### src/rtl/ilbc_pkg.sv
// shared constants and types of the isa/lpc bus control register block
package ilbc_pkg;

	// ************************************************************
	// register map and field positions
	// ************************************************************
	localparam logic [7:0] CTL_ONE_OFS  = 8'h40;
	localparam logic [7:0] CTL_ONE_RST  = 8'h00;
	localparam logic [7:0] CTL_TWO_OFS  = 8'h41;
	localparam logic [7:0] CTL_TWO_RST  = 8'h02;
	localparam int ROM_WRITE_PERMIT_BIT      = 0;
	localparam int ROM_SHORT_WAIT_BIT        = 1;
	localparam int BIOS_LOCK_ARM_BIT         = 2;
	localparam int IO_RECOVERY_SELECT_BIT    = 3;
	localparam int LPC_RECOVERY_APPLY_BIT    = 4;
	localparam int SHADOW_READ_SELECT_BIT    = 0;
	localparam int NMI_MASK_MIRROR_BIT       = 1;
	localparam int FAST_CPU_RESET_PERMIT_BIT = 5;
	localparam int MUST_LOW_BIT              = 7;
	localparam int SYS_PORT_RESET_BIT        = 0;

	// ************************************************************
	// timing: figures in their own units, then clock counts
	// ************************************************************
	localparam int CLK_PERIOD_NS   = 10;
	localparam int PCLK_PERIOD_NS  = 30;
	localparam int BCLK_PERIOD_NS  = 120;
	localparam int BCLK_HALF_CYC   = BCLK_PERIOD_NS / 2 / CLK_PERIOD_NS;
	// isa recovery counted in half bclk periods (5.5 and 13.5 bclk)
	localparam int ISA_REC_SHORT_HALF = 11;
	localparam int ISA_REC_LONG_HALF  = 27;
	localparam int LPC_REC_SHORT_PCLK = 22;
	localparam int LPC_REC_LONG_PCLK  = 54;
	localparam int LPC_REC_SHORT_CYC  =
		(LPC_REC_SHORT_PCLK * PCLK_PERIOD_NS + CLK_PERIOD_NS - 1)
		/ CLK_PERIOD_NS;
	localparam int LPC_REC_LONG_CYC   =
		(LPC_REC_LONG_PCLK * PCLK_PERIOD_NS + CLK_PERIOD_NS - 1)
		/ CLK_PERIOD_NS;
	localparam logic [1:0] BIOS_CMD_LONG_BCLKS  = 2'h2;
	localparam logic [1:0] BIOS_CMD_SHORT_BCLKS = 2'h1;

	// ************************************************************
	// shadow read sequence lengths (last index)
	// ************************************************************
	localparam int DMA_SEQ_LAST = 5;
	localparam int TMR_SEQ_LAST = 6;
	localparam int IRQ_SEQ_LAST = 13;

	typedef enum logic [3:0] {
		PC_OTHER, PC_DMA_ADDR, PC_DMA_CNT, PC_DMA_CMD_S, PC_DMA_CMD_M,
		PC_DMA_RSVD, PC_DMA_MASK, PC_TMR0, PC_IRQ1
	} ilbc_port_class_t;

	typedef enum logic [3:0] {
		RS_NORMAL        = 4'h0,
		RS_DMA_BASE_ADDR = 4'h1,
		RS_DMA_BASE_CNT  = 4'h2,
		RS_DMA_SEQ       = 4'h3,
		RS_DMA_ALL_MASK  = 4'h4,
		RS_TMR_SEQ       = 4'h5,
		RS_IRQ_SEQ       = 4'h6,
		RS_RESERVED      = 4'h7
	} ilbc_rd_src_t;

	typedef enum logic [2:0] {
		WD_NORMAL     = 3'h0,
		WD_CUR_ADDR   = 3'h1,
		WD_CUR_CNT    = 3'h2,
		WD_DMA_STATUS = 3'h3,
		WD_IGNORE     = 3'h4
	} ilbc_wr_dst_t;

endpackage

### src/rtl/ilbc_regs.sv
// isa/lpc bus control registers with bios, recovery and shadow logic
`timescale 1ns/1ps

module ilbc_regs #(
	parameter int BCLK_HALF_CYC = ilbc_pkg::BCLK_HALF_CYC
) (
	input  wire logic       i_clk_sys,
	input  wire logic       i_rst,
	input  wire logic       i_cfg_wr,
	input  wire logic       i_cfg_rd,
	input  wire logic [7:0] i_cfg_addr,
	input  wire logic [7:0] i_cfg_wdata,
	output logic [7:0]      o_cfg_rdata,
	input  wire logic       i_bios_on_isa_select,
	input  wire logic       i_bios_wr_req,
	output logic            o_bios_wr_allow,
	output logic [1:0]      o_bios_cmd_bclks,
	output logic            o_rom_write_flag_set,
	output logic            o_bios_write_alarm_set,
	output logic            o_system_mgmt_interrupt,
	input  wire logic       i_isa_io_end,
	input  wire logic       i_lpc_io_end,
	input  wire logic       i_legacy_io_end,
	output logic            o_isa_io_hold,
	output logic            o_lpc_io_hold,
	output logic            o_legacy_io_hold,
	input  wire logic       i_rtc_nmi_disable,
	input  wire logic       i_sys_port_wr,
	input  wire logic [7:0] i_sys_port_wdata,
	output logic            o_fast_cpu_reset,
	input  wire logic       i_leg_rd,
	input  wire logic       i_leg_wr,
	input  wire logic [7:0] i_leg_addr,
	output logic            o_leg_valid,
	output logic [3:0]      o_leg_rd_src,
	output logic [3:0]      o_leg_rd_idx,
	output logic [2:0]      o_leg_wr_dst,
	output logic            o_shadow_mode
);

	// ************************************************************
	// configuration registers
	// ************************************************************
	logic       rom_write_permit_r;
	logic       rom_short_wait_r;
	logic       bios_lock_arm_r;
	logic       io_recovery_select_r;
	logic       lpc_recovery_apply_r;
	logic       shadow_read_select_r;
	logic       fast_cpu_reset_permit_r;
	logic       must_low_bit_r;
	logic       wr_one;
	logic       wr_two;
	logic       permit_rise;
	logic [7:0] ctl_one_rd;
	logic [7:0] ctl_two_rd;

	assign wr_one = i_cfg_wr && i_cfg_addr == ilbc_pkg::CTL_ONE_OFS;
	assign wr_two = i_cfg_wr && i_cfg_addr == ilbc_pkg::CTL_TWO_OFS;
	assign permit_rise = wr_one && !rom_write_permit_r
		&& i_cfg_wdata[ilbc_pkg::ROM_WRITE_PERMIT_BIT];

	always_ff @(posedge i_clk_sys or posedge i_rst) begin
		if (i_rst) begin
			rom_write_permit_r <=
				ilbc_pkg::CTL_ONE_RST[ilbc_pkg::ROM_WRITE_PERMIT_BIT];
			rom_short_wait_r <=
				ilbc_pkg::CTL_ONE_RST[ilbc_pkg::ROM_SHORT_WAIT_BIT];
			io_recovery_select_r <=
				ilbc_pkg::CTL_ONE_RST[ilbc_pkg::IO_RECOVERY_SELECT_BIT];
			lpc_recovery_apply_r <=
				ilbc_pkg::CTL_ONE_RST[ilbc_pkg::LPC_RECOVERY_APPLY_BIT];
		end else if (wr_one) begin
			rom_write_permit_r <=
				i_cfg_wdata[ilbc_pkg::ROM_WRITE_PERMIT_BIT];
			rom_short_wait_r <= i_cfg_wdata[ilbc_pkg::ROM_SHORT_WAIT_BIT];
			io_recovery_select_r <=
				i_cfg_wdata[ilbc_pkg::IO_RECOVERY_SELECT_BIT];
			lpc_recovery_apply_r <=
				i_cfg_wdata[ilbc_pkg::LPC_RECOVERY_APPLY_BIT];
		end
	end

	// lock only ever sets; the bus reset is its sole clear
	always_ff @(posedge i_clk_sys or posedge i_rst) begin
		if (i_rst) begin
			bios_lock_arm_r <=
				ilbc_pkg::CTL_ONE_RST[ilbc_pkg::BIOS_LOCK_ARM_BIT];
		end else if (wr_one && i_cfg_wdata[ilbc_pkg::BIOS_LOCK_ARM_BIT]) begin
			bios_lock_arm_r <= 1'b1;
		end
	end

	// must low bit is stored as written; software keeps it zero
	always_ff @(posedge i_clk_sys or posedge i_rst) begin
		if (i_rst) begin
			shadow_read_select_r <=
				ilbc_pkg::CTL_TWO_RST[ilbc_pkg::SHADOW_READ_SELECT_BIT];
			fast_cpu_reset_permit_r <=
				ilbc_pkg::CTL_TWO_RST[ilbc_pkg::FAST_CPU_RESET_PERMIT_BIT];
			must_low_bit_r <= ilbc_pkg::CTL_TWO_RST[ilbc_pkg::MUST_LOW_BIT];
		end else if (wr_two) begin
			shadow_read_select_r <=
				i_cfg_wdata[ilbc_pkg::SHADOW_READ_SELECT_BIT];
			fast_cpu_reset_permit_r <=
				i_cfg_wdata[ilbc_pkg::FAST_CPU_RESET_PERMIT_BIT];
			must_low_bit_r <= i_cfg_wdata[ilbc_pkg::MUST_LOW_BIT];
		end
	end

	always_comb begin
		ctl_one_rd = 8'h00;
		ctl_one_rd[ilbc_pkg::ROM_WRITE_PERMIT_BIT] = rom_write_permit_r;
		ctl_one_rd[ilbc_pkg::ROM_SHORT_WAIT_BIT] = rom_short_wait_r;
		ctl_one_rd[ilbc_pkg::BIOS_LOCK_ARM_BIT] = bios_lock_arm_r;
		ctl_one_rd[ilbc_pkg::IO_RECOVERY_SELECT_BIT] = io_recovery_select_r;
		ctl_one_rd[ilbc_pkg::LPC_RECOVERY_APPLY_BIT] = lpc_recovery_apply_r;
		ctl_two_rd = 8'h00;
		ctl_two_rd[ilbc_pkg::SHADOW_READ_SELECT_BIT] = shadow_read_select_r;
		ctl_two_rd[ilbc_pkg::NMI_MASK_MIRROR_BIT] =
			i_rtc_nmi_disable;
		ctl_two_rd[ilbc_pkg::FAST_CPU_RESET_PERMIT_BIT] =
			fast_cpu_reset_permit_r;
		ctl_two_rd[ilbc_pkg::MUST_LOW_BIT] = must_low_bit_r;
	end

	// unmapped offsets read as zero
	always_ff @(posedge i_clk_sys or posedge i_rst) begin
		if (i_rst) begin
			o_cfg_rdata <= 8'h00;
		end else if (i_cfg_rd) begin
			if (i_cfg_addr == ilbc_pkg::CTL_ONE_OFS) begin
				o_cfg_rdata <= ctl_one_rd;
			end else if (i_cfg_addr == ilbc_pkg::CTL_TWO_OFS) begin
				o_cfg_rdata <= ctl_two_rd;
			end else begin
				o_cfg_rdata <= 8'h00;
			end
		end
	end

	// ************************************************************
	// bios rom access control and events
	// ************************************************************
	always_ff @(posedge i_clk_sys or posedge i_rst) begin
		if (i_rst) begin
			o_bios_wr_allow <= 1'b0;
			o_bios_cmd_bclks <= 2'h0;
		end else begin
			o_bios_wr_allow <= i_bios_wr_req && rom_write_permit_r;
			if (!i_bios_on_isa_select) begin
				o_bios_cmd_bclks <= 2'h0;
			end else if (rom_short_wait_r) begin
				o_bios_cmd_bclks <= ilbc_pkg::BIOS_CMD_SHORT_BCLKS;
			end else begin
				o_bios_cmd_bclks <= ilbc_pkg::BIOS_CMD_LONG_BCLKS;
			end
		end
	end

	// lock is taken as it stood before the write that raises permit
	always_ff @(posedge i_clk_sys or posedge i_rst) begin
		if (i_rst) begin
			o_rom_write_flag_set <= 1'b0;
			o_bios_write_alarm_set <= 1'b0;
			o_system_mgmt_interrupt <= 1'b0;
		end else begin
			o_rom_write_flag_set <= permit_rise;
			o_bios_write_alarm_set <= permit_rise && bios_lock_arm_r;
			o_system_mgmt_interrupt <= permit_rise && bios_lock_arm_r;
		end
	end

	// ************************************************************
	// fast cpu reset through the system control port
	// ************************************************************
	always_ff @(posedge i_clk_sys or posedge i_rst) begin
		if (i_rst) begin
			o_fast_cpu_reset <= 1'b0;
		end else begin
			o_fast_cpu_reset <= i_sys_port_wr && fast_cpu_reset_permit_r
				&& i_sys_port_wdata[ilbc_pkg::SYS_PORT_RESET_BIT];
		end
	end

	// ************************************************************
	// io recovery spacing
	// ************************************************************
	logic [3:0] half_div_r;
	logic       half_tick_r;
	logic [4:0] isa_load;
	logic [7:0] lpc_load;
	logic       isa_busy;
	logic       pclk_busy;
	logic       lpc_busy;
	logic       lpc_start;

	always_ff @(posedge i_clk_sys or posedge i_rst) begin
		if (i_rst) begin
			half_div_r <= 4'h0;
			half_tick_r <= 1'b0;
		end else if (half_div_r == 4'(BCLK_HALF_CYC - 1)) begin
			half_div_r <= 4'h0;
			half_tick_r <= 1'b1;
		end else begin
			half_div_r <= half_div_r + 4'h1;
			half_tick_r <= 1'b0;
		end
	end

	assign isa_load = io_recovery_select_r ?
		5'(ilbc_pkg::ISA_REC_LONG_HALF) :
		5'(ilbc_pkg::ISA_REC_SHORT_HALF);
	assign lpc_load = io_recovery_select_r ?
		8'(ilbc_pkg::LPC_REC_LONG_CYC) :
		8'(ilbc_pkg::LPC_REC_SHORT_CYC);
	// lpc io cycles only start the spacing when the apply bit is set
	assign lpc_start = i_legacy_io_end
		|| (i_lpc_io_end && lpc_recovery_apply_r);

	ilbc_rec_timer #(.W(5)) u_isa_rec (
		.i_clk_sys (i_clk_sys),
		.i_rst     (i_rst),
		.i_tick    (half_tick_r),
		.i_start   (i_isa_io_end),
		.i_load    (isa_load),
		.o_busy    (isa_busy)
	);

	ilbc_rec_timer #(.W(8)) u_lpc_rec (
		.i_clk_sys (i_clk_sys),
		.i_rst     (i_rst),
		.i_tick    (1'b1),
		.i_start   (lpc_start),
		.i_load    (lpc_load),
		.o_busy    (pclk_busy)
	);

	assign lpc_busy = pclk_busy && lpc_recovery_apply_r;

	// holds gate io command starts only; memory cycles never see them
	always_ff @(posedge i_clk_sys or posedge i_rst) begin
		if (i_rst) begin
			o_isa_io_hold <= 1'b0;
			o_lpc_io_hold <= 1'b0;
			o_legacy_io_hold <= 1'b0;
		end else begin
			o_isa_io_hold <= isa_busy;
			o_lpc_io_hold <= lpc_busy;
			o_legacy_io_hold <= pclk_busy;
		end
	end

	// ************************************************************
	// legacy port shadow steering
	// ************************************************************
	function automatic ilbc_pkg::ilbc_port_class_t port_class(
		input logic [7:0] a
	);
		if (a[7:3] == 5'h00) begin
			port_class = a[0] ? ilbc_pkg::PC_DMA_CNT : ilbc_pkg::PC_DMA_ADDR;
		end else if (a[7:4] == 4'hc && a[0] == 1'b0) begin
			port_class = a[1] ? ilbc_pkg::PC_DMA_CNT : ilbc_pkg::PC_DMA_ADDR;
		end else if (a == 8'h08) begin
			port_class = ilbc_pkg::PC_DMA_CMD_S;
		end else if (a == 8'hd0) begin
			port_class = ilbc_pkg::PC_DMA_CMD_M;
		end else if (a >= 8'h09 && a <= 8'h0b) begin
			port_class = ilbc_pkg::PC_DMA_RSVD;
		end else if (a == 8'hd2 || a == 8'hd4 || a == 8'hd6) begin
			port_class = ilbc_pkg::PC_DMA_RSVD;
		end else if (a == 8'h0f || a == 8'hde) begin
			port_class = ilbc_pkg::PC_DMA_MASK;
		end else if (a == 8'h40) begin
			port_class = ilbc_pkg::PC_TMR0;
		end else if (a == 8'h20) begin
			port_class = ilbc_pkg::PC_IRQ1;
		end else begin
			port_class = ilbc_pkg::PC_OTHER;
		end
	endfunction

	ilbc_pkg::ilbc_port_class_t rd_cls;
	ilbc_pkg::ilbc_port_class_t wr_cls;
	logic       shadow_prev_r;
	logic       shadow_enter;
	logic       shadow_rd;
	logic [3:0] dma_s_idx;
	logic [3:0] dma_m_idx;
	logic [3:0] tmr_idx;
	logic [3:0] irq_idx;

	assign rd_cls = port_class(i_leg_addr);
	assign wr_cls = port_class(i_leg_addr);
	assign shadow_rd = i_leg_rd && shadow_read_select_r;
	assign shadow_enter = shadow_read_select_r && !shadow_prev_r;

	always_ff @(posedge i_clk_sys or posedge i_rst) begin
		if (i_rst) begin
			shadow_prev_r <= 1'b0;
			o_shadow_mode <= 1'b0;
		end else begin
			shadow_prev_r <= shadow_read_select_r;
			o_shadow_mode <= shadow_read_select_r;
		end
	end

	ilbc_seq_ptr #(.LAST(ilbc_pkg::DMA_SEQ_LAST)) u_dma_s_seq (
		.i_clk_sys (i_clk_sys),
		.i_rst     (i_rst),
		.i_restart (shadow_enter),
		.i_step    (shadow_rd && rd_cls == ilbc_pkg::PC_DMA_CMD_S),
		.o_idx     (dma_s_idx)
	);

	ilbc_seq_ptr #(.LAST(ilbc_pkg::DMA_SEQ_LAST)) u_dma_m_seq (
		.i_clk_sys (i_clk_sys),
		.i_rst     (i_rst),
		.i_restart (shadow_enter),
		.i_step    (shadow_rd && rd_cls == ilbc_pkg::PC_DMA_CMD_M),
		.o_idx     (dma_m_idx)
	);

	ilbc_seq_ptr #(.LAST(ilbc_pkg::TMR_SEQ_LAST)) u_tmr_seq (
		.i_clk_sys (i_clk_sys),
		.i_rst     (i_rst),
		.i_restart (shadow_enter),
		.i_step    (shadow_rd && rd_cls == ilbc_pkg::PC_TMR0),
		.o_idx     (tmr_idx)
	);

	ilbc_seq_ptr #(.LAST(ilbc_pkg::IRQ_SEQ_LAST)) u_irq_seq (
		.i_clk_sys (i_clk_sys),
		.i_rst     (i_rst),
		.i_restart (shadow_enter),
		.i_step    (shadow_rd && rd_cls == ilbc_pkg::PC_IRQ1),
		.o_idx     (irq_idx)
	);

	// a strobe with both rd and wr is treated as a read
	always_ff @(posedge i_clk_sys or posedge i_rst) begin
		if (i_rst) begin
			o_leg_valid <= 1'b0;
			o_leg_rd_src <= ilbc_pkg::RS_NORMAL;
			o_leg_rd_idx <= 4'h0;
			o_leg_wr_dst <= ilbc_pkg::WD_NORMAL;
		end else begin
			o_leg_valid <= i_leg_rd || i_leg_wr;
			o_leg_rd_src <= ilbc_pkg::RS_NORMAL;
			o_leg_rd_idx <= 4'h0;
			o_leg_wr_dst <= ilbc_pkg::WD_NORMAL;
			if (i_leg_rd && !shadow_read_select_r) begin
				if (rd_cls == ilbc_pkg::PC_DMA_MASK) begin
					o_leg_rd_src <= ilbc_pkg::RS_RESERVED;
				end
			end else if (i_leg_rd) begin
				unique case (rd_cls)
				ilbc_pkg::PC_DMA_ADDR:
					o_leg_rd_src <= ilbc_pkg::RS_DMA_BASE_ADDR;
				ilbc_pkg::PC_DMA_CNT:
					o_leg_rd_src <= ilbc_pkg::RS_DMA_BASE_CNT;
				ilbc_pkg::PC_DMA_CMD_S: begin
					o_leg_rd_src <= ilbc_pkg::RS_DMA_SEQ;
					o_leg_rd_idx <= dma_s_idx;
				end
				ilbc_pkg::PC_DMA_CMD_M: begin
					o_leg_rd_src <= ilbc_pkg::RS_DMA_SEQ;
					o_leg_rd_idx <= dma_m_idx;
				end
				ilbc_pkg::PC_DMA_MASK:
					o_leg_rd_src <= ilbc_pkg::RS_DMA_ALL_MASK;
				ilbc_pkg::PC_TMR0: begin
					o_leg_rd_src <= ilbc_pkg::RS_TMR_SEQ;
					o_leg_rd_idx <= tmr_idx;
				end
				ilbc_pkg::PC_IRQ1: begin
					o_leg_rd_src <= ilbc_pkg::RS_IRQ_SEQ;
					o_leg_rd_idx <= irq_idx;
				end
				default:
					o_leg_rd_src <= ilbc_pkg::RS_NORMAL;
				endcase
			end else if (i_leg_wr && shadow_read_select_r) begin
				unique case (wr_cls)
				ilbc_pkg::PC_DMA_ADDR:
					o_leg_wr_dst <= ilbc_pkg::WD_CUR_ADDR;
				ilbc_pkg::PC_DMA_CNT:
					o_leg_wr_dst <= ilbc_pkg::WD_CUR_CNT;
				ilbc_pkg::PC_DMA_CMD_S, ilbc_pkg::PC_DMA_CMD_M:
					o_leg_wr_dst <= ilbc_pkg::WD_DMA_STATUS;
				ilbc_pkg::PC_DMA_RSVD:
					o_leg_wr_dst <= ilbc_pkg::WD_IGNORE;
				default:
					o_leg_wr_dst <= ilbc_pkg::WD_NORMAL;
				endcase
			end
		end
	end

endmodule

### src/rtl/ilbc_seq_ptr.sv
// read sequence pointer for one shadowed legacy port
`timescale 1ns/1ps

module ilbc_seq_ptr #(
	parameter int LAST = 5
) (
	input  wire logic       i_clk_sys,
	input  wire logic       i_rst,
	input  wire logic       i_restart,
	input  wire logic       i_step,
	output logic [3:0]      o_idx
);

	logic [3:0] idx_r;

	// restart beats a step in the same cycle
	always_ff @(posedge i_clk_sys or posedge i_rst) begin
		if (i_rst) begin
			idx_r <= 4'h0;
		end else if (i_restart) begin
			idx_r <= 4'h0;
		end else if (i_step) begin
			if (idx_r == 4'(LAST)) begin
				idx_r <= 4'h0;
			end else begin
				idx_r <= idx_r + 4'h1;
			end
		end
	end

	assign o_idx = idx_r;

endmodule

### src/rtl/ilbc_rec_timer.sv
// io recovery spacing timer, counts enable ticks after a cycle ends
`timescale 1ns/1ps

module ilbc_rec_timer #(
	parameter int W = 8
) (
	input  wire logic         i_clk_sys,
	input  wire logic         i_rst,
	input  wire logic         i_tick,
	input  wire logic         i_start,
	input  wire logic [W-1:0] i_load,
	output logic              o_busy
);

	logic [W-1:0] cnt_r;

	always_ff @(posedge i_clk_sys or posedge i_rst) begin
		if (i_rst) begin
			cnt_r <= '0;
		end else if (i_start) begin
			cnt_r <= i_load;
		end else if (i_tick && cnt_r != '0) begin
			cnt_r <= cnt_r - W'(1);
		end
	end

	// busy holds while any of the spacing is left
	always_ff @(posedge i_clk_sys or posedge i_rst) begin
		if (i_rst) begin
			o_busy <= 1'b0;
		end else begin
			o_busy <= i_start || (cnt_r > W'(1))
				|| (cnt_r == W'(1) && !i_tick);
		end
	end

endmodule

### config.mk
export PLATFORM = sky130hd
export DESIGN_NAME = ilbc_regs
export DESIGN_NICKNAME = d
export VERILOG_FILES = /design/src/rtl/ilbc_pkg.sv /design/src/rtl/ilbc_regs.sv /design/src/rtl/ilbc_seq_ptr.sv /design/src/rtl/ilbc_rec_timer.sv
export SDC_FILE = /design/constraint.sdc
export NUM_CORES = 1
export LEC_CHECK = 0
export ABC_AREA = 0
export BUFFER_PORTS_ARGS = -buffer_cell sky130_fd_sc_hd__clkbuf_2
export CAP_MARGIN = 20
export CORE_UTILIZATION = 24
export DETAILED_ROUTE_END_ITERATION = 8
export GPL_TIMING_DRIVEN = 0
export PLACE_DENSITY = 0.49
export REMOVE_ABC_BUFFERS = 1
export SKIP_LAST_GASP = 1
export SLEW_MARGIN = 20
export SYNTH_ARGS = -nofsm -noshare
export SYNTH_HDL_FRONTEND = slang
export SYNTH_SLANG_ARGS = --single-unit
### constraint.sdc
create_clock -name i_clk_sys -period 2.56 [get_ports i_clk_sys]
set_clock_uncertainty 0.1 [all_clocks]
set_input_delay 0 -clock i_clk_sys [delete_from_list [all_inputs] [get_ports i_clk_sys]]
set_output_delay 0 -clock i_clk_sys [all_outputs]
set_load 0.01 [all_outputs]
# ---- After elaboration in Yosys (flattened, before gate mapping)
# Index checks and enable logic that the tools add are counted.
dict set report op_classes {
  n_bitwise 1
  addsub 7
  eq_ne 26
  n_lt_le_gt_ge 4
  mux 46
  reduce_logical 45
}
# cell n
set op_table {}
lappend op_table {{4-bit 2-to-1 mux} 25}
lappend op_table {{8-bit == test, second input constant} 5}
lappend op_table {{8-bit 2-to-1 mux} 5}
lappend op_table {{4-bit by 3-bit == test with 1-bit output, second input constant} 8}
lappend op_table {{8-bit by 7-bit == test with 1-bit output, second input constant} 3}
lappend op_table {{1-bit logical AND} 23}
lappend op_table {{4-bit by 1-bit adder with 4-bit output, second input constant} 5}
lappend op_table {{3-bit one-hot mux with 6 select lines} 1}
lappend op_table {{8-bit by 4-bit == test with 1-bit output, second input constant} 2}
lappend op_table {{4-bit one-hot mux with 4 select lines} 1}
lappend op_table {{3-bit 2-to-1 mux} 5}
lappend op_table {{5-bit 2-to-1 mux} 3}
lappend op_table {{4-bit == test, second input constant} 3}
lappend op_table {{3-bit one-hot mux with 4 select lines} 1}
lappend op_table {{2-bit nonzero test} 6}
lappend op_table {{4-bit by 2-bit == test with 1-bit output, second input constant} 2}
lappend op_table {{8-bit by 6-bit == test with 1-bit output, second input constant} 1}
lappend op_table {{8-bit by 4-bit greater-or-equal comparator with 1-bit output, second input constant} 1}
lappend op_table {{8-bit by 1-bit greater-than comparator with 1-bit output, second input constant} 1}
lappend op_table {{8-bit by 4-bit <= comparator with 1-bit output, second input constant} 1}
lappend op_table {{1-bit logical OR} 8}
lappend op_table {{2-bit 2-to-1 mux} 4}
lappend op_table {{8-bit nonzero test} 1}
lappend op_table {{8-bit by 1-bit subtractor with 8-bit output, second input constant} 1}
lappend op_table {{other kinds (10)} 13}
dict set report totals {
  out_inout_bits 31
  regBits 74
}

# ---- Logic depth before layout (Yosys ltp)
dict set report depth {
  word_depth 16
  ltp_mapped 6
  depth_no_buf 6
}

# ---- Modules after synthesis
# A second synthesis with hierarchy kept.
dict set report hier_totals {
  hier_cells 382
  hier_area_um2 3776.1
}
# module seq_area_each_um2 instances area_per_inst_um2 cells_each
set modules_own_cells {}
lappend modules_own_cells {ilbc_regs 1026.0 1 1954.4 185}
lappend modules_own_cells {{ilbc_rec_timer at u_lpc_rec} 225.2 1 579.3 64}
lappend modules_own_cells {{ilbc_seq_ptr at u_dma_m_seq ...} 100.1 2 225.2 23}
lappend modules_own_cells {{ilbc_rec_timer at u_isa_rec} 150.1 1 345.3 39}
lappend modules_own_cells {{ilbc_seq_ptr at u_irq_seq} 100.1 1 225.2 25}
lappend modules_own_cells {{ilbc_seq_ptr at u_tmr_seq} 100.1 1 221.5 23}

# ---- Worst setup path before layout
# No wires, ideal clock.
dict set report synth_path {
  path_type {register -> register}
  from {reg u_isa_rec.cnt_r[0]}
  to {reg u_isa_rec.cnt_r[1]}
  n_path_buf 0
  arrival_time_ns 1.681
  setup_time_ns 0.124
  slack_ns 0.655
  path_stages_with_launch 7
  period_less_slack_ns 1.905
  required_ns 2.336
  cell_sequence {dfrtp_1 inv_1 ha_1 or4b_2 nand2_1 nor2_1 a211o_1}
}
dict set report synth_via {
  elab_chain_len 3
  elab_cells_between_ends 6
  cone_classes {1 x add/sub; 2 x mux; 3 x reduce/logical}
}
# element line
set synth_lines {}
lappend synth_lines {{from (decl)} ilbc_rec_timer.sv:15} ;# logic [W-1:0] cnt_r;
lappend synth_lines {{from (signal assigned)} ilbc_rec_timer.sv:21} ;# cnt_r <= i_load;
lappend synth_lines {{from (signal assigned)} ilbc_rec_timer.sv:23} ;# cnt_r <= cnt_r - W'(1);
lappend synth_lines {{5-bit by 1-bit subtractor with 5-bit output or 5-bit nonzero test (tied branches)} {ilbc_rec_timer.sv:23, ilbc_rec_timer.sv:22}}
lappend synth_lines {{5-bit 2-to-1 mux or 1-bit logical AND (tied branches)} ilbc_rec_timer.sv:22} ;# end else if (i_tick && cnt_r != '0) begin
lappend synth_lines {{5-bit 2-to-1 mux or 2-bit nonzero test (tied branches)} --}
# Parallel ways exist; a longest one is shown, timed or not. The select of a mux whose other input is x is not followed.
# A chain may end at the register's enable or synchronous reset.

# ---- Worst setup path after layout
# Ends and elaborated chain as after synthesis.

==> summary.md <==
| Metric | Value |
|---|---|
| Placed inst area | `4150 um2` |
| Clock-pin transition on the worst setup and hold timing paths | `60 ps` |
| Pin count of the biggest net entering global routing | `43` |
| Cell Chain, Critical Path | `inv_1 -> ha_1 -> or4b_2 -> nand2_1 -> nor2_1 -> a211o_1` |
| Drt wl/cell | `13.0 um` |
| Slew margin rel. | `42.9%` |
| Area Growth Syn to Fin | `29.7%` |
| Crit path max fanout | `4` |
| Crit path largest cell delay | `620 ps` |
| Placed cell count | `580` |
| Starting Density | `24.8%` |
| Hold WS | `15.3 ps` |
| CP Class | `flop to flop` |
| Unrepaired setup endpoints after global routing | `no` |
| Syn Std Cell Area | `3640 um2` |
| Die H | `125 um` |
| # Post-CTS Setup Buffers | `0` |
| Buf+Inv Stages, Crit Path | `1` |
| Vias in the first global route | `2765` |
| Initial drt markers | `209` |
| Vias per cell | `4.59` |
| Violated checks | `DRC` |
| Post-synth EDFFs | `0` |
| Clk sinks | `72` |
| Lkg Pwr | `2.13 nW` |
| Later-pin clock latency in the skew report | `320 ps` |
| Fin. Hold Viols | `0` |
| Routed vias | `2852` |
| Worst EP required | `2660 ps` |
| CP endpoint kind | `flop` |
| Total iterations of the first detailed-routing run | `6` |
| Layout cells sized above 1 | `25.2%` |
| Yosys reg bits | `72` |
| Yosys warning total | `0` |
| Post-synth top area share | `49.5%` |
| ANT cells | `0` |
| Hpwl dp | `5630 um` |
| Nets | `491` |
| R2R depth | `6` |
| Fin cells | `621` |
| Synth area leaders | `dfrtp_1, ha_1, mux2_2` |
| Synth async-reset ratio | `100%` |
| Cell area after layout | `4720 um2` |
| Residual DRC count | `20` |
| CP arrival | `2090 ps` |
| Die width | `125 um` |
| Routability cong. | `0.768` |
| Mapped Cells | `343` |
| Tcrit/Tclk final | `77.7%` |
| Reg2Reg Setup Slack | `570 ps` |
| Worst Hold Path EP | `o_rom_write_flag_set$_DFF_PP0_` |
| Sequential share of the synthesized area | `49.5%` |
| Total grt overflow | `0` |
| Slowest-stage cell, CP | `or4b_2` |
| Final setup violation count | `0` |
| Max Transition Viols Final | `0` |
| Port buffer count | `65` |
| Post-synth top area cell | `dfrtp_1` |
| Crit Reg-Reg Endpoint | `u_isa_rec.cnt_r[1]$_DFFE_PP0P_` |
| CP startpoint kind | `flop` |
| Root Driver | `clkbuf_16` |
| Gr usage total | `10.4%` |
| Max cap viols | `0` |
| Max clock buf depth | `2` |
| Commonest cells post-synth | `dfrtp_1, nand2_1, inv_1, nand3_1` |
| R2r startpoint | `u_isa_rec.cnt_r[0]$_DFFE_PP0P_` |
| Worst Hold Depth | `3` |
| Mean area per synthesized cell | `10.6 um2` |
| Core box area | `14700 um2` |
| CTS H-tree lvls | `3` |
| Top_reg_cell synth | `dfrtp_1` |
| Peak VDD IR | `0.000298 V` |
| Status | `finished, violations left` |
| Num CTS Buffers | `9` |
| Min Tclk post-route | `1990 ps` |
| Post-layout util | `32.1%` |
| Hold Startpoint | `i_cfg_addr[2]` |
| Hold crit path type | `primary input to flop` |
| Initial antenna violation count | `0` |
| TritonCTS clock tree | `built` |
| I/O pin count | `76` |
| Power Dens Cells | `637 nW/um2` |
| Antenna-violating nets left | `0` |
| Count leader, synth | `dfrtp_1` |
| Worst-Margin Slew | `850 ps` |
| Fmax | `503 MHz` |
| Worst path top cell family by delay | `simple AND/OR/NAND/NOR gates` |
| Detailed Route WL | `8070 um` |
| Netlist cell types | `60` |
| First-pass GRT wire length | `13400 um` |
| Die Footprint | `15700 um2` |
| Row count | `44` |
## routing by layer
layer | vias to the layer above | GRT usage [%] | routed length [um] | part of all wire, %
li1 | 1415 | - | - | -
met3 | 5 | 1.71 | 288 | 3.6
met5 | - | 0 | 0 | 0
met4 | 0 | 3.44 | 76 | 0.94
met2 | 55 | 16.4 | 3600 | 45
met1 | 1377 | 14.5 | 4100 | 51
## worst max-delay path by stage
| stage | slack (ps) | end | start | cells after the start |
|---|---|---|---|---|
| floorplan | 640 | bios_lock_arm_r$_DFFE_PP0P_ | i_rst | 1 |
| global placement | -350 | o_bios_cmd_bclks[1]$_DFF_PP0_ | i_rst | 2 |
| detailed placement | 530 | u_dma_m_seq.o_idx[3]$_DFFE_PP0P_ | i_leg_addr[3] | 5 |
| CTS | 560 | u_isa_rec.cnt_r[1]$_DFFE_PP0P_ | u_isa_rec.cnt_r[0]$_DFFE_PP0P_ | 6 |
| global route | 430 | u_isa_rec.cnt_r[1]$_DFFE_PP0P_ | u_isa_rec.cnt_r[0]$_DFFE_PP0P_ | 6 |
| finish | 570 | u_isa_rec.cnt_r[1]$_DFFE_PP0P_ | u_isa_rec.cnt_r[0]$_DFFE_PP0P_ | 6 |
## cell families after synthesis
kind of cell	after synthesis	synth area share (%)
buffers and inverters	32	3.81
adder cells (fa/ha/maj)	14	4.81
flip-flops	72	49.5
AND/OR/NAND/NOR	126	21.1
multiplexers	16	4.84
other	1	0.103
AO/OA/AOI/OAI	68	12.6
XOR/XNOR	14	3.37
## sequential cells by signal, summed over array words and instances (netlist names), 2 cells and up
register,flops
o_leg_rd_src,3
u_irq_seq.o_idx,4
u_tmr_seq.o_idx,4
o_leg_rd_idx,4
u_dma_m_seq.o_idx,4
u_lpc_rec.cnt_r,8
o_cfg_rdata,7
o_bios_cmd_bclks,2
u_dma_s_seq.o_idx,4
o_leg_wr_dst,3
u_isa_rec.cnt_r,5
half_div_r,4
## timing repair
action                                 CTS  global route
gates resized for setup                  0             0
setup endpoints to repair                0             0
endpoints found under the hold margin  108             0
hold buffers                            25             0
## tightest hold or removal path: cells and delay by family
kind                   cells  cell delay, ps
and+or+nand+nor            2             260
buffers and inverters      1             120
## layout make-up
class | count | area (um2)
Fill cell | 1481 | 9970
Sequential cell | 72 | 1800
Multi-Input combinational cell | 240 | 1710
Timing Repair Buffer | 91 | 596
Tap cell | 184 | 230
Clock buffer | 9 | 225
Clock inverter | 7 | 95.1
Inverter | 18 | 70.1
## stage by stage
| stage | power, W | setup WS, ps | TNS, ps |
|---|---|---|---|
| 3_3_place_gp | 0.00165 | -352 | -25100 |
| 3_5_place_dp | 0.00166 | 529 | 0 |
| 5_1_grt | 0.00315 | 431 | 0 |
| 4_1_cts | 0.00305 | 564 | 0 |
| 2_1_floorplan | 0.00153 | 635 | 0 |
| 6_report | 0.00301 | 571 | 0 |
## placed cells by master, fill, tap and decap left out, types with 11 or more instances in the layout
| cell | netlist | layout |
|---|---|---|
| a21oi_1 | 11 | 11 |
| clkbuf_2 | 0 | 65 |
| dfrtp_1 | 72 | 72 |
| dlygate4sd3_1 | 0 | 25 |
| ha_1 | 14 | 14 |
| inv_1 | 18 | 17 |
| mux2_2 | 13 | 13 |
| nand2_1 | 23 | 23 |
| nand3_1 | 18 | 18 |
| nor2_1 | 17 | 17 |
| nor2b_1 | 11 | 11 |
| o21ai_0 | 17 | 17 |
## power breakdown
part	leakage [nW]	internal, W	switching (W)
clock network	0.156	0.000855	0.000487
registers	0.946	0.00121	0.0000735
logic	1.03	0.000175	0.000206
Note: power is estimated with default switching activity, not from simulation.
